File: src/core/ep0_autosend_pkg.sv
package ep0_autosend_pkg;
  // register offsets on the 8-bit software port
  localparam logic [7:0] ADDR_CTRL       = 8'h00;
  localparam logic [7:0] ADDR_PTR_HIGH   = 8'h01;
  localparam logic [7:0] ADDR_PTR_LOW    = 8'h02;
  localparam logic [7:0] ADDR_XLEN_LOW   = 8'h03;
  localparam logic [7:0] ADDR_XLEN_HIGH  = 8'h04;
  localparam logic [7:0] ADDR_BCNT_LOW   = 8'h05;
  localparam logic [7:0] ADDR_BCNT_HIGH  = 8'h06;
  localparam logic [7:0] ADDR_SETUP_BASE = 8'h08;
  localparam logic [7:0] ADDR_BUF_BASE   = 8'h40;
  // control register fields
  localparam int CTRL_NAK_HOLD_BIT  = 0;
  localparam int CTRL_AUTO_LEN_BIT  = 1;
  localparam int CTRL_BUSY_BIT      = 2;
  localparam logic CTRL_AUTO_LEN_RST = 1'b1;
  // setup packet layout and descriptor type codes
  localparam int SETUP_BYTES        = 8;
  localparam logic [2:0] SETUP_LEN_LOW  = 3'h6;
  localparam logic [2:0] SETUP_LEN_HIGH = 3'h7;
  localparam logic [7:0] DESC_TYPE_CONFIG      = 8'h02;
  localparam logic [7:0] DESC_TYPE_OTHER_SPEED = 8'h07;
  // descriptor header bytes read to find the real length
  localparam logic [2:0] HDR_READS  = 3'h4;
  localparam logic [6:0] MAX_PACKET = 7'h40;
  typedef enum logic [6:0] {
    S_IDLE   = 7'b0000001,
    S_LEN    = 7'b0000010,
    S_FETCH  = 7'b0000100,
    S_READY  = 7'b0001000,
    S_SEND   = 7'b0010000,
    S_WAIT   = 7'b0100000,
    S_STATUS = 7'b1000000
  } xfer_state_t;
endpackage

File: src/core/ep0_descriptor_autosend.sv
// Functional notes
// - store eight setup bytes, then raise irq
// - pointer low write starts automatic transfer
// - split data into packets of 64 max
// - requested count from setup bytes 6, 7
// - read descriptor length field at pointer
// - send minimum of requested and actual
// - fetch from memory into endpoint buffer
// - resend data packet the host missed
// - ACK status stage after final packet
// - setup and IN irqs keep firing
// - vendor IN requests served the same way
// - explicit length when setup lacks it
// - manual buffer fill plus byte count send
// - pointer is 16 bits, two byte registers
//
// Added by the designer: the strobed register port and the placing of the registers.
`timescale 1ns/10ps
`default_nettype none
module ep0_descriptor_autosend #(
  parameter int ADDR_W = 16
) (
  input  wire logic              sys_clk,
  input  wire logic              rst,
  input  wire logic [7:0]        reg_addr,
  input  wire logic [7:0]        reg_wdata,
  input  wire logic              reg_wr,
  input  wire logic              reg_rd,
  output logic      [7:0]        reg_rdata,
  input  wire logic              setup_wr,
  input  wire logic [2:0]        setup_idx,
  input  wire logic [7:0]        setup_data,
  input  wire logic              setup_end,
  input  wire logic              in_token,
  input  wire logic              hs_ack,
  input  wire logic              hs_timeout,
  input  wire logic              status_token,
  output logic                   tx_valid,
  output logic      [7:0]        tx_data,
  output logic                   tx_last,
  input  wire logic              tx_ready,
  output logic                   tx_zlp,
  output logic                   in_nak,
  output logic                   status_ack,
  output logic                   status_nak,
  output logic                   setup_received_irq,
  output logic                   ep_zero_in_irq,
  output logic      [ADDR_W-1:0] mem_addr,
  output logic                   mem_rd,
  input  wire logic [7:0]        mem_rdata
);
  initial
  begin
    if (ADDR_W != 16)
      $error("descriptor pointer is two byte registers, ADDR_W must be 16");
  end

  logic [7:0]  setup_packet_ram [0:ep0_autosend_pkg::SETUP_BYTES-1];
  logic [7:0]  ep_zero_buffer [0:63];
  logic [7:0]  desc_pointer_high_reg;
  logic [7:0]  desc_pointer_low_reg;
  logic [7:0]  xlen_low_reg;
  logic [7:0]  xlen_high_reg;
  logic [7:0]  bcnt_high_reg;
  logic        handshake_nak_hold_reg;
  logic        desc_pointer_auto_length_reg;
  ep0_autosend_pkg::xfer_state_t state_reg;
  logic [15:0] base_reg;
  logic [15:0] offset_reg;
  logic [15:0] remain_reg;
  logic [15:0] total_reg;
  logic [15:0] request_reg;
  logic [6:0]  pkt_len_reg;
  logic [6:0]  issue_reg;
  logic [6:0]  idx_reg;
  logic        manual_reg;
  logic        rd_pend_reg;
  logic [6:0]  rd_tag_reg;
  logic [7:0]  hdr_reg [0:3];
  logic [7:0]  reg_rdata_reg;

  wire wr_ctrl  = reg_wr && reg_addr == ep0_autosend_pkg::ADDR_CTRL;
  wire wr_plow  = reg_wr && reg_addr == ep0_autosend_pkg::ADDR_PTR_LOW;
  wire wr_bcnt  = reg_wr && reg_addr == ep0_autosend_pkg::ADDR_BCNT_LOW;
  wire wr_buf   = reg_wr && reg_addr[7:6] == ep0_autosend_pkg::ADDR_BUF_BASE[7:6];
  wire idle_now = state_reg == ep0_autosend_pkg::S_IDLE;
  wire [15:0] setup_len = {setup_packet_ram[ep0_autosend_pkg::SETUP_LEN_HIGH],
                           setup_packet_ram[ep0_autosend_pkg::SETUP_LEN_LOW]};
  wire        hdr_long  = hdr_reg[1] == ep0_autosend_pkg::DESC_TYPE_CONFIG ||
                          hdr_reg[1] == ep0_autosend_pkg::DESC_TYPE_OTHER_SPEED;
  wire [15:0] actual_len = hdr_long ? {hdr_reg[3], hdr_reg[2]} : {8'h00, hdr_reg[0]};
  wire [15:0] after_pkt  = remain_reg - {9'h000, pkt_len_reg};

  function automatic logic [6:0] pkt_of(input logic [15:0] left);
    pkt_of = (left > {9'h000, ep0_autosend_pkg::MAX_PACKET}) ?
             ep0_autosend_pkg::MAX_PACKET : left[6:0];
  endfunction

  // setup bytes land before the irq pulse, one cycle apart at least
  always_ff @(posedge sys_clk)
  begin
    if (setup_wr)
      setup_packet_ram[setup_idx] <= setup_data;
  end

  always_ff @(posedge sys_clk)
  begin
    if (rst)
      setup_received_irq <= 1'b0;
    else
      setup_received_irq <= setup_end;
  end

  // setup arrival wins over a same-cycle firmware clear
  always_ff @(posedge sys_clk)
  begin
    if (rst)
      handshake_nak_hold_reg <= 1'b0;
    else if (setup_end)
      handshake_nak_hold_reg <= 1'b1;
    else if (wr_ctrl && reg_wdata[ep0_autosend_pkg::CTRL_NAK_HOLD_BIT])
      handshake_nak_hold_reg <= 1'b0;
  end

  always_ff @(posedge sys_clk)
  begin
    if (rst)
    begin
      desc_pointer_auto_length_reg <= ep0_autosend_pkg::CTRL_AUTO_LEN_RST;
      desc_pointer_high_reg        <= 8'h00;
      desc_pointer_low_reg         <= 8'h00;
      xlen_low_reg                 <= 8'h00;
      xlen_high_reg                <= 8'h00;
      bcnt_high_reg                <= 8'h00;
    end
    else if (reg_wr)
    begin
      case (reg_addr)
        ep0_autosend_pkg::ADDR_CTRL:
          desc_pointer_auto_length_reg <= reg_wdata[ep0_autosend_pkg::CTRL_AUTO_LEN_BIT];
        ep0_autosend_pkg::ADDR_PTR_HIGH:  desc_pointer_high_reg <= reg_wdata;
        ep0_autosend_pkg::ADDR_PTR_LOW:   desc_pointer_low_reg  <= reg_wdata;
        ep0_autosend_pkg::ADDR_XLEN_LOW:  xlen_low_reg  <= reg_wdata;
        ep0_autosend_pkg::ADDR_XLEN_HIGH: xlen_high_reg <= reg_wdata;
        ep0_autosend_pkg::ADDR_BCNT_HIGH: bcnt_high_reg <= reg_wdata;
        default: ;
      endcase
    end
  end

  // fetched data has priority; firmware should not touch the buffer while busy
  always_ff @(posedge sys_clk)
  begin
    if (rd_pend_reg && state_reg == ep0_autosend_pkg::S_FETCH)
      ep_zero_buffer[rd_tag_reg[5:0]] <= mem_rdata;
    else if (wr_buf)
      ep_zero_buffer[reg_addr[5:0]] <= reg_wdata;
  end

  always_ff @(posedge sys_clk)
  begin
    if (rd_pend_reg && state_reg == ep0_autosend_pkg::S_LEN)
      hdr_reg[rd_tag_reg[1:0]] <= mem_rdata;
  end

  always_ff @(posedge sys_clk)
  begin
    if (rst)
      reg_rdata_reg <= 8'h00;
    else if (!reg_rd)
      reg_rdata_reg <= 8'h00;
    else if (reg_addr[7:3] == ep0_autosend_pkg::ADDR_SETUP_BASE[7:3])
      reg_rdata_reg <= setup_packet_ram[reg_addr[2:0]];
    else if (reg_addr[7:6] == ep0_autosend_pkg::ADDR_BUF_BASE[7:6])
      reg_rdata_reg <= ep_zero_buffer[reg_addr[5:0]];
    else
    begin
      case (reg_addr)
        ep0_autosend_pkg::ADDR_CTRL: reg_rdata_reg <= {5'h00, !idle_now,
          desc_pointer_auto_length_reg, handshake_nak_hold_reg};
        ep0_autosend_pkg::ADDR_PTR_HIGH:  reg_rdata_reg <= desc_pointer_high_reg;
        ep0_autosend_pkg::ADDR_PTR_LOW:   reg_rdata_reg <= desc_pointer_low_reg;
        ep0_autosend_pkg::ADDR_XLEN_LOW:  reg_rdata_reg <= xlen_low_reg;
        ep0_autosend_pkg::ADDR_XLEN_HIGH: reg_rdata_reg <= xlen_high_reg;
        ep0_autosend_pkg::ADDR_BCNT_LOW:  reg_rdata_reg <= {1'b0, pkt_len_reg};
        ep0_autosend_pkg::ADDR_BCNT_HIGH: reg_rdata_reg <= bcnt_high_reg;
        default: reg_rdata_reg <= 8'h00;
      endcase
    end
  end
  assign reg_rdata = reg_rdata_reg;

  // status stage: ACK only once the data stage is over and the hold is released
  always_ff @(posedge sys_clk)
  begin
    if (rst)
    begin
      status_ack <= 1'b0;
      status_nak <= 1'b0;
    end
    else
    begin
      status_ack <= status_token && !handshake_nak_hold_reg && !setup_end &&
                    (idle_now || state_reg == ep0_autosend_pkg::S_STATUS);
      status_nak <= status_token && (handshake_nak_hold_reg || setup_end ||
                    !(idle_now || state_reg == ep0_autosend_pkg::S_STATUS));
    end
  end

  always_ff @(posedge sys_clk)
  begin
    if (rst)
    begin
      state_reg      <= ep0_autosend_pkg::S_IDLE;
      base_reg       <= 16'h0000;
      offset_reg     <= 16'h0000;
      remain_reg     <= 16'h0000;
      total_reg      <= 16'h0000;
      request_reg    <= 16'h0000;
      pkt_len_reg    <= 7'h00;
      issue_reg      <= 7'h00;
      idx_reg        <= 7'h00;
      manual_reg     <= 1'b0;
      rd_pend_reg    <= 1'b0;
      rd_tag_reg     <= 7'h00;
      mem_rd         <= 1'b0;
      mem_addr       <= '0;
      tx_valid       <= 1'b0;
      tx_data        <= 8'h00;
      tx_last        <= 1'b0;
      tx_zlp         <= 1'b0;
      in_nak         <= 1'b0;
      ep_zero_in_irq <= 1'b0;
    end
    else
    begin
      rd_pend_reg    <= mem_rd;
      // issue_reg has already stepped past the read that is now returning
      rd_tag_reg     <= issue_reg - 7'h01;
      mem_rd         <= 1'b0;
      tx_zlp         <= 1'b0;
      in_nak         <= in_token && state_reg != ep0_autosend_pkg::S_READY;
      ep_zero_in_irq <= 1'b0;
      if (setup_end)
      begin
        // a new setup aborts whatever data stage was running
        state_reg <= ep0_autosend_pkg::S_IDLE;
        tx_valid  <= 1'b0;
      end
      else
      begin
        case (state_reg)
          ep0_autosend_pkg::S_IDLE:
          begin
            if (wr_plow)
            begin
              base_reg    <= {desc_pointer_high_reg, reg_wdata};
              offset_reg  <= 16'h0000;
              request_reg <= setup_len;
              issue_reg   <= 7'h00;
              manual_reg  <= 1'b0;
              if (desc_pointer_auto_length_reg)
                state_reg <= ep0_autosend_pkg::S_LEN;
              else
              begin
                total_reg   <= {xlen_high_reg, xlen_low_reg};
                remain_reg  <= {xlen_high_reg, xlen_low_reg};
                pkt_len_reg <= pkt_of({xlen_high_reg, xlen_low_reg});
                state_reg   <= ep0_autosend_pkg::S_FETCH;
              end
            end
            else if (wr_bcnt)
            begin
              pkt_len_reg <= (reg_wdata > {1'b0, ep0_autosend_pkg::MAX_PACKET}) ?
                             ep0_autosend_pkg::MAX_PACKET : reg_wdata[6:0];
              manual_reg  <= 1'b1;
              state_reg   <= ep0_autosend_pkg::S_READY;
            end
          end
          ep0_autosend_pkg::S_LEN:
          begin
            if (issue_reg < {4'h0, ep0_autosend_pkg::HDR_READS})
            begin
              mem_rd    <= 1'b1;
              mem_addr  <= base_reg + {9'h000, issue_reg};
              issue_reg <= issue_reg + 7'h01;
            end
            else if (!mem_rd && !rd_pend_reg)
            begin
              total_reg   <= (request_reg < actual_len) ? request_reg : actual_len;
              remain_reg  <= (request_reg < actual_len) ? request_reg : actual_len;
              pkt_len_reg <= pkt_of((request_reg < actual_len) ? request_reg : actual_len);
              issue_reg   <= 7'h00;
              state_reg   <= ep0_autosend_pkg::S_FETCH;
            end
          end
          ep0_autosend_pkg::S_FETCH:
          begin
            if (issue_reg < pkt_len_reg)
            begin
              mem_rd    <= 1'b1;
              mem_addr  <= base_reg + offset_reg + {9'h000, issue_reg};
              issue_reg <= issue_reg + 7'h01;
            end
            else if (!mem_rd && !rd_pend_reg)
              state_reg <= ep0_autosend_pkg::S_READY;
          end
          ep0_autosend_pkg::S_READY:
          begin
            if (in_token)
            begin
              idx_reg <= 7'h00;
              if (pkt_len_reg == 7'h00)
              begin
                tx_zlp    <= 1'b1;
                state_reg <= ep0_autosend_pkg::S_WAIT;
              end
              else
                state_reg <= ep0_autosend_pkg::S_SEND;
            end
          end
          ep0_autosend_pkg::S_SEND:
          begin
            if (tx_valid && tx_ready && tx_last)
            begin
              tx_valid  <= 1'b0;
              tx_last   <= 1'b0;
              state_reg <= ep0_autosend_pkg::S_WAIT;
            end
            else if (!tx_valid || tx_ready)
            begin
              tx_valid <= 1'b1;
              tx_data  <= ep_zero_buffer[idx_reg[5:0]];
              tx_last  <= idx_reg == pkt_len_reg - 7'h01;
              idx_reg  <= idx_reg + 7'h01;
            end
          end
          ep0_autosend_pkg::S_WAIT:
          begin
            if (hs_timeout)
              state_reg <= ep0_autosend_pkg::S_READY;
            else if (hs_ack)
            begin
              ep_zero_in_irq <= 1'b1;
              offset_reg     <= offset_reg + {9'h000, pkt_len_reg};
              remain_reg     <= after_pkt;
              issue_reg      <= 7'h00;
              if (manual_reg)
                state_reg <= ep0_autosend_pkg::S_STATUS;
              else if (after_pkt != 16'h0000)
              begin
                pkt_len_reg <= pkt_of(after_pkt);
                state_reg   <= ep0_autosend_pkg::S_FETCH;
              end
              // a short total ending on a full packet needs a zero-length end
              else if (pkt_len_reg == ep0_autosend_pkg::MAX_PACKET && total_reg < request_reg)
              begin
                pkt_len_reg <= 7'h00;
                state_reg   <= ep0_autosend_pkg::S_READY;
              end
              else
                state_reg <= ep0_autosend_pkg::S_STATUS;
            end
          end
          ep0_autosend_pkg::S_STATUS:
          begin
            if (status_token && !handshake_nak_hold_reg)
              state_reg <= ep0_autosend_pkg::S_IDLE;
          end
          default: state_reg <= ep0_autosend_pkg::S_IDLE;
        endcase
      end
    end
  end
endmodule
`default_nettype wire

File: config.mk
export PLATFORM = sky130hd
export DESIGN_NAME = ep0_descriptor_autosend
export DESIGN_NICKNAME = d
export VERILOG_FILES = /design/src/core/ep0_autosend_pkg.sv /design/src/core/ep0_descriptor_autosend.sv
export SDC_FILE = /design/constraint.sdc
export NUM_CORES = 1
export LEC_CHECK = 0
export ABC_AREA = 1
export BUFFER_PORTS_ARGS = -buffer_cell sky130_fd_sc_hd__buf_2
export CAP_MARGIN = 10
export CORE_MARGIN = 1.5
export CORE_UTILIZATION = 40
export DETAILED_ROUTE_END_ITERATION = 8
export HOLD_SLACK_MARGIN = 0.06
export PLACE_DENSITY = 0.6
export SYNTH_ARGS = -nofsm -noshare
export SYNTH_HDL_FRONTEND = slang
export SYNTH_SLANG_ARGS = --single-unit
File: constraint.sdc
create_clock -name sys_clk -period 6.7 [get_ports sys_clk]
set_clock_uncertainty 0.1 [all_clocks]
set_input_delay 0.67 -clock sys_clk [delete_from_list [all_inputs] [get_ports sys_clk]]
set_output_delay 0.67 -clock sys_clk [all_outputs]
set_load 0.1 [all_outputs]
[Word level (Yosys, flattened, before mapping)]
Memory sizes are Yosys's and may differ from the RTL's. A register that Yosys moved wholly into a read port is not among the register bits.
Cells that the tools add are included.
Cells by class
  shifts and indexed selects: 0
  $lt $le $gt $ge: 8
  equality and inequality tests: 41
  add/subtract/negate cells: 9
  divide/modulo/power cells: 0
  bitwise logic cells: 6
  multiplexer cells: 88
  reductions and logical operators: 64
  multiply operators: 0
Operators by type and width (count)
  7-bit 2-to-1 mux: 37
  16-bit 2-to-1 mux: 13
  16-bit case mux with 2 select lines: 3
  8-bit case mux with 7 select lines: 1
  7-bit case mux with 7 select lines: 1
  16-bit by 7-bit adder with 16-bit output: 3
  16-bit by 7-bit > comparator with 1-bit output, second input constant: 3
  16-bit case mux with 3 select lines: 1
  8-bit by 3-bit == test with 1-bit output, second input constant: 4
  16-bit less-than comparator: 2
  7-bit case mux with 4 select lines: 1
  8-bit by 2-bit == test with 1-bit output, second input constant: 3
  8-bit 2-to-1 mux: 3
  1-bit 2-to-1 mux: 22
  2-bit != test, second input constant: 11
  7-bit case mux with 3 select lines: 1
  16-bit adder: 1
  1-bit logical AND: 16
  16-bit nonzero test: 1
  16-bit by 7-bit subtractor with 16-bit output: 1
  7-bit by 1-bit adder with 7-bit output, second input constant: 2
  7-bit == test, second input constant: 2
  7-bit case mux with 2 select lines: 1
  2-bit AND reduction: 7
  other kinds (41): 76
Word-level totals
  memory bits (writable): 608
  bits in read-only memories: 0
  memories: 3
  bits in latches: 0
  register bits after elaboration: 175
  input port bits: 46
  logic and storage cells: 248
  output and inout port bits: 41
Memory list
  ep_zero_buffer: words 64, width 8, rd ports 2, clocked after Yosys merged registers in 1, write ports 1, RTL line ep0_descriptor_autosend.sv:59  | logic [7:0] ep_zero_buffer [0:63];
  setup_packet_ram: words 8, width 8, rd ports 3, clocked after Yosys merged registers in 2, write ports 1, RTL line ep0_descriptor_autosend.sv:58  | logic [7:0] setup_packet_ram [0:ep0_autosend_pkg::SETUP_BYTES-1];
  hdr_reg: words 4, width 8, rd ports 4, clocked after Yosys merged registers in 0, write ports 1, RTL line ep0_descriptor_autosend.sv:79  | logic [7:0] hdr_reg [0:3];

[Longest topological paths before layout]
Gate-level depths: netlist (run 1).
An unclocked memory read counts as a cell.
  depth in word-level cells: 11
  mapped depth: 28
  depth with buffers taken out: 27

[Worst setup path after synthesis (run 1)]
OpenSTA, ideal clock, no wires.
  path type: input -> register
  from: input reg_addr[6]
  to: memory ep_zero_buffer[0][0] (data pin)
  required time: 5.898 ns
  library setup time: 0.702 ns
  arrival: 4.104 ns
  path buffers: 3
  setup slack: 1.795 ns
  stages: 5
  cells stage by stage: clkbuf_1 -> nand4_4 -> buf_6 -> clkbuf_1 -> o21ai_0
Between the ends
  cells in the longest elaborated chain, start to end: 7
RTL lines
  start: declaration: RTL line ep0_descriptor_autosend.sv:25  | input wire logic [7:0] reg_addr,
  2-bit by 1-bit == test with 1-bit output: RTL line ep0_descriptor_autosend.sv:85  | wire wr_buf = reg_wr && reg_addr[7:6] == ep0_autosend_pkg::ADDR_BUF_BASE[7:6];
  1-bit logical AND: RTL line ep0_descriptor_autosend.sv:85
  1-bit 2-to-1 mux: RTL line ep0_descriptor_autosend.sv:156  | else if (wr_buf)
  1-bit 2-to-1 mux: RTL line ep0_descriptor_autosend.sv:154  | if (rd_pend_reg && state_reg == ep0_autosend_pkg::S_FETCH)
  1-bit 2-to-1 mux (implied by the code): RTL line ep0_descriptor_autosend.sv:157  | ep_zero_buffer[reg_addr[5:0]] <= reg_wdata;
  8-bit OR reduction (no line)
  8-bit 2-to-1 mux (no line)
  end: declaration: RTL line ep0_descriptor_autosend.sv:59
Every way passes these cells.

[Final worst setup path (run 1)]
  from: register state_reg[5]
  to: memory ep_zero_buffer[14][5], enable pin
Between the ends
  cells in the longest elaborated chain, start to end: 6
  elaborated cells on any way between the ends: 9
  those cells by class: eq/ne: 1; mux: 6; reduce/logical: 2
RTL lines
  start: declaration: RTL line ep0_descriptor_autosend.sv:67  | ep0_autosend_pkg::xfer_state_t state_reg;
  start signal: assignment: RTL line ep0_descriptor_autosend.sv:214  | state_reg <= ep0_autosend_pkg::S_IDLE;
  start signal: assignment: RTL line ep0_descriptor_autosend.sv:247  | state_reg <= ep0_autosend_pkg::S_IDLE;
  start signal: assignment: RTL line ep0_descriptor_autosend.sv:263  | state_reg <= ep0_autosend_pkg::S_LEN;
  7-bit by 3-bit == test with 1-bit output *: RTL line ep0_descriptor_autosend.sv:154
  1-bit logical AND *: RTL line ep0_descriptor_autosend.sv:154
  1-bit 2-to-1 mux: RTL line ep0_descriptor_autosend.sv:154
  1-bit 2-to-1 mux (implied by the code): RTL line ep0_descriptor_autosend.sv:157
  8-bit OR reduction (no line)
  6-bit 2-to-1 mux (no line) / 1-bit 2-to-1 mux (equally long branches)
Mark *: on every way between the ends. The rest lies on a longest branch, timed or not.

==> results of run 1 <==
-- cells in the final DEF (no fill, tap or decap), types with 21 or more instances in the layout --
cell       count
clkinv_1      22
dfxtp_1      196
o2111ai_1     24
clkbuf_16     90
nand4_1       66
nand2_1      647
a31oi_1       51
o211ai_1      45
buf_2         86
a221oi_1      22
buf_4         50
nor2_1       418
ha_1          84
nand3_1      215
inv_1        283
o22ai_1       52
o221ai_1      44
nor3_1        21
edfxtp_1     608
o21ai_0      453
a22oi_1      145
a21oi_1      241
-- metal layers --
metal	vias up	wire length, um	global-route usage (%)
met5	-	21	0
met4	4	6310	12.2
met3	348	14500	4.94
met2	2015	63200	42.1
met1	15800	54800	35.6
li1	15100	-	-
-- area by class of cell --
type                            count  area (um2)  area share, %
Antenna cell                        7        17.5         0.0394
Clock buffer                      108        2330           5.24
Clock inverter                     56         581           1.31
Inverter                          311        1190           2.68
Multi-Input combinational cell   2802       15500           35.0
Sequential cell                   807       22300           50.1
Tap cell                         1287        1610           3.62
Timing Repair Buffer              142         913           2.06
-- power by group --
group	total [mW]	switching (mW)	leakage, nW	internal, mW
logic	0.745	0.584	7.44	0.161
registers	5.45	0.0180	7.09	5.43
clock network	4.95	2.08	1.41	2.87
total	11.1	2.68	15.9	8.46
-- path summary, 6_finish.rpt --
path,slack (ns),cells after the start,end
max,2.10,11,ep_zero_buffer[14][5]
min,0.16,3,status_nak
max reg2reg,2.10,11,ep_zero_buffer[14][5]
min reg2reg,0.34,2,rd_pend_reg
-- cell families after synthesis --
| kind of cell | Yosys count | synth area share, % |
|---|---|---|
| adders and majority gates | 95 | 3.19 |
| buffers and inverters | 558 | 5.44 |
| xor gates and xnor gates | 31 | 0.682 |
| DFF | 807 | 55.9 |
| AOI/OAI and AO/OA | 1211 | 18.6 |
| muxes | 2 | 0.0503 |
| and+or+nand+nor | 1463 | 16.1 |
-- worst max-delay path: stages, from the launching register on --
cell and delay, ns:
dfxtp_1 0.40, inv_1 0.08, nand2_1 0.19, nor4_4 0.05, buf_4 0.21, nand2_2 0.15, nand4_4 0.48, nand2_1 0.23
o21ai_2 0.18, inv_1 0.32, nand4_1 0.86, nor2_1 0.94
==> metrics.txt, run 1 <==
Yosys reg bits=807; CTS tree=yes; Placed Instance Area=41500 um2; clk slew on worst S/H paths=0.06 ns; final hold violations=0; element type at the critical path start=register; Root Driver=clkbuf_16; syn nets=4308; Worst Path Max Fanout=28; Min Hold Slack=0.163 ns; most common cell in the netlist=nand2_1; GR Overflow Total=0; Worst EP arrival=4.79 ns; Die ar.=101000 um2; Vias=33300; 1st-pass router iterations=7; final core area utilization=45.1%; postcts setup bufs=0; hold_buf cts=0; Worst EP required=6.89 ns; Crit Path Class=reg -> reg; Starting Density=40.4%; placed cells=5348; power per cell area=251 nW/um2; Max-Slew Margin vs Limit=15.9%; Clock Path Buffers=3; Post-synth top flop=edfxtp_1; Syn Area/Cell=9.55 um2; leading area contributor after synthesis=edfxtp_1; Mapped Cells=4167; Leakage Power=15.9 nW; FP Rows=115; port bufs=86; FF-to-FF Start=state_reg[5]; Slew Limit Fails=0; DIE HEIGHT=318 um; Seq/Total Area, Yosys=55.9%; Max Clk Rate=217 MHz; Synth top cells by count=nand2_1 (647), edfxtp_1 (608), o21ai_0 (461); worst slew pin tran=1.25 ns; critical path launch point=state_reg[5]; Mapped Area=39800 um2; Async S/R FF share, synth=0%; pre-CTS setup slack=2.10 ns; post-route setup TNS=0 ns; post-synth top area share=45.9%; CTS resizes=0; largest net degree at the start of global routing=120; Detail Placement HPWL=90500 um; Detail Route Antenna Nets=0; min-delay src=status_token; initial antenna violation count=11; Synth warnings=0; fin crit share=68.7%; # DRC=0; clk_lat worst skew=0.68 ns; area delta synth->final=11.7%; max-capacitance violation count=0; final net count=4294; chip width=318 um; final std cells w/o fill=5520; Peak VDD IR=171 uV; Placer Congestion=0.928; critical path endpoint category=register; Global Route Usage Sum=26.7%; fin crit period=4.60 ns; Core Region=98400 um2; Post-synth EDFFs=608; synth top area cells=edfxtp_1 (46%), dfxtp_1 (10%), nand2_1 (6.1%); final worst-path setup slack=2.10 ns; final WL=139000 um; Hold WC Path Type=in -> reg; status=complete, no violations; vias per inst=6.03; final instance area=44400 um2; IO Pins=87; Total Power=11.1 mW; max FFs per register=512; unrepaired setup endpoints after global routing=no; Final setup viols=0; share of layout cells above drive strength 1=9.28%; vias in the first global route=30900; first-pass GRT wire length=204000 um; H-tree depth=3; CTS Sinks=807; Fillers=9287; DRT iter0 DRCs=4751; Routed WL per cell=25.2 um; Yosys cell types=73; TritonCTS buffer count=89
Note: power is estimated with default switching activity, not from simulation.
==> run 2, diff against run 1 <==
==> constraint.sdc (replaced) <==
create_clock -name sys_clk -period 4.29 [get_ports sys_clk]
set_clock_uncertainty 0.1 [all_clocks]
set_input_delay 0.429 -clock sys_clk [delete_from_list [all_inputs] [get_ports sys_clk]]
set_output_delay 0.429 -clock sys_clk [all_outputs]
set_load 0.1 [all_outputs]
==> metrics.txt, run 2 (synthesized netlist as in run 1, its figures left out) <==
FP Rows=115 (unchanged); CTS resizes=0 (unchanged); Global Route Usage Sum=26.7% (about the same); Clock Path Buffers=3 (unchanged); initial antenna violation count=6 (was 11); Placed Instance Area=42400 um2 (was 41500 um2); final WL=139000 um (about the same); Slew Limit Fails=0 (unchanged); max-capacitance violation count=0 (unchanged); Placer Congestion=0.933 (was 0.928); fin crit share=87.9% (was 68.7%); final core area utilization=46.4% (was 45.1%); power per cell area=380 nW/um2 (was 251 nW/um2); Max-Slew Margin vs Limit=14.8% (was 15.9%); Starting Density=40.4% (unchanged); placed cells=5454 (was 5348); Vias=34000 (was 33300); Hold WC Path Type=in -> reg (unchanged); 1st-pass router iterations=6 (was 7); fin crit period=3.77 ns (was 4.60 ns); most common cell after layout, fill and taps aside=nand2_1 (unchanged); Fillers=9206 (was 9287); Core Region=98400 um2 (unchanged); max FFs per register=512 (unchanged); cell repeated most along the worst path=nand2_1; Worst Path Max Fanout=17 (was 28); TritonCTS buffer count=88 (was 89); vias in the first global route=31700 (was 30900); Root Driver=clkbuf_16 (unchanged); FF+latch area=22300 um2 (unchanged); Worst EP required=4.81 ns (was 6.89 ns); largest net degree at the start of global routing=135 (was 120); CTS tree=yes (unchanged); final std cells w/o fill=5656 (was 5520); final hold violations=0 (unchanged); Die ar.=101000 um2 (unchanged); most frequent cells in the layout=nand2_1 (647), edfxtp_1 (608), o21ai_0 (453) (unchanged); final net count=4434 (was 4294); Detail Route Antenna Nets=0 (unchanged); DIE HEIGHT=318 um (unchanged); CTS Sinks=807 (unchanged); clk_lat worst skew=0.69 ns (was 0.68 ns); port bufs=86 (unchanged); Detail Placement HPWL=93300 um (was 90500 um); worst slew pin tran=1.27 ns (was 1.25 ns); Peak VDD IR=327 uV (was 171 uV); critical path endpoint category=register (unchanged); chip width=318 um (unchanged); Leakage Power=16.7 nW (was 15.9 nW); GR Overflow Total=0 (unchanged); Worst path max stage delay=0.52 ns (was 0.94 ns); Routed WL per cell=24.5 um (was 25.2 um); first-pass GRT wire length=205000 um (was 204000 um); final instance area=45700 um2 (was 44400 um2); Max Clk Rate=265 MHz (was 217 MHz); vias per inst=6.00 (was 6.03); critical path, cell by cell=inv_1 -> nand2_1 -> nor2_1 -> nand3_1 -> inv_1 -> nand2_1 -> ha_1 -> nand2_1 -> inv_1 -> nand3_1 -> a31oi_1 -> a2111oi_4 -> nand2_4 -> nand2_1 -> o21ai_0 -> nor2_1 -> nand2_1 -> nor2_4 -> nand3_1 -> nand2_1 -> nand2_1 -> a21oi_1 (was inv_1 -> nand2_1 -> nor4_4 -> buf_4 -> nand2_2 -> nand4_4 -> nand2_1 -> o21ai_2 -> inv_1 -> nand4_1 -> nor2_1); IO Pins=87 (unchanged); H-tree depth=3 (unchanged); hold_buf cts=36 (was 0); element type at the critical path start=register (unchanged); Crit Path Class=reg -> reg (unchanged); Final setup viols=0 (unchanged); Worst path slowest cell=a2111oi_4 (was nor2_1); unrepaired setup endpoints after global routing=no (unchanged); area of the multi-input gates=15500 um2 (about the same); area delta synth->final=14.8% (was 11.7%); postcts setup bufs=0 (unchanged); # DRC=0 (unchanged); share of layout cells above drive strength 1=11.3% (was 9.28%); clk slew on worst S/H paths=0.06 ns (about the same); Worst EP arrival=4.29 ns (was 4.79 ns); DRT iter0 DRCs=4217 (was 4751); status=complete, no violations (unchanged)
run 2: critical path: cells and delay by family (launching register included):
family / cells / cell delay [ns]
buf+inv: 3 / 0.50
fa+ha+maj: 1 / 0.32
simple gates: 14 / 1.57
compound gates: 4 / 0.85
flops: 1 / 0.35
run 2: worst paths after layout:
kind                                     from              to  slack [ns]  cells after the start
worst max register to register  hdr_reg[1][3]  pkt_len_reg[1]        0.52                     22
worst min register to register         mem_rd     rd_pend_reg        0.35                      2
worst min-delay path              reg_addr[6]    reg_rdata[7]        0.14                      5
worst max-delay path            hdr_reg[1][3]  pkt_len_reg[1]        0.52                     22
run 2: per-layer routing:
layer	GRT usage [%]	vias to the layer above	share of wire [%]
met3	4.74	318	9.8
li1	-	15400	-
met5	0	-	0.027
met2	42.5	1868	46
met1	35.9	16400	40
met4	11.3	6	4.2
run 2: metrics by stage:
stage               hold slack [ns]  power, mW  worst slack, ns  TNS [ns]
finish                        0.144       17.3            0.518         0
global placement              0.341       9.82            0.607         0
global route                  0.162       17.8           0.0475         0
CTS                           0.106       17.4            0.507         0
detailed placement            0.344       9.83            0.535         0
floorplan                     0.329       9.32           -0.374   -191.74
run 2: cell type report:
cell class | instances | area share, %
flip-flops and latches | 807 | 48.7
clock inverters | 43 | 0.918
clock buffers | 120 | 5.36
repair buffers | 283 | 4.84
inverters | 311 | 2.60
well taps | 1287 | 3.53
diodes | 3 | 0.0164
multi-input cells | 2802 | 34.0
run 2: report_power, final:
part	internal (mW)	switching [mW]	total (mW)
clock network	4.33	3.30	7.63
registers	8.47	0.0254	8.50
logic	0.309	0.910	1.22
total	13.1	4.23	17.3
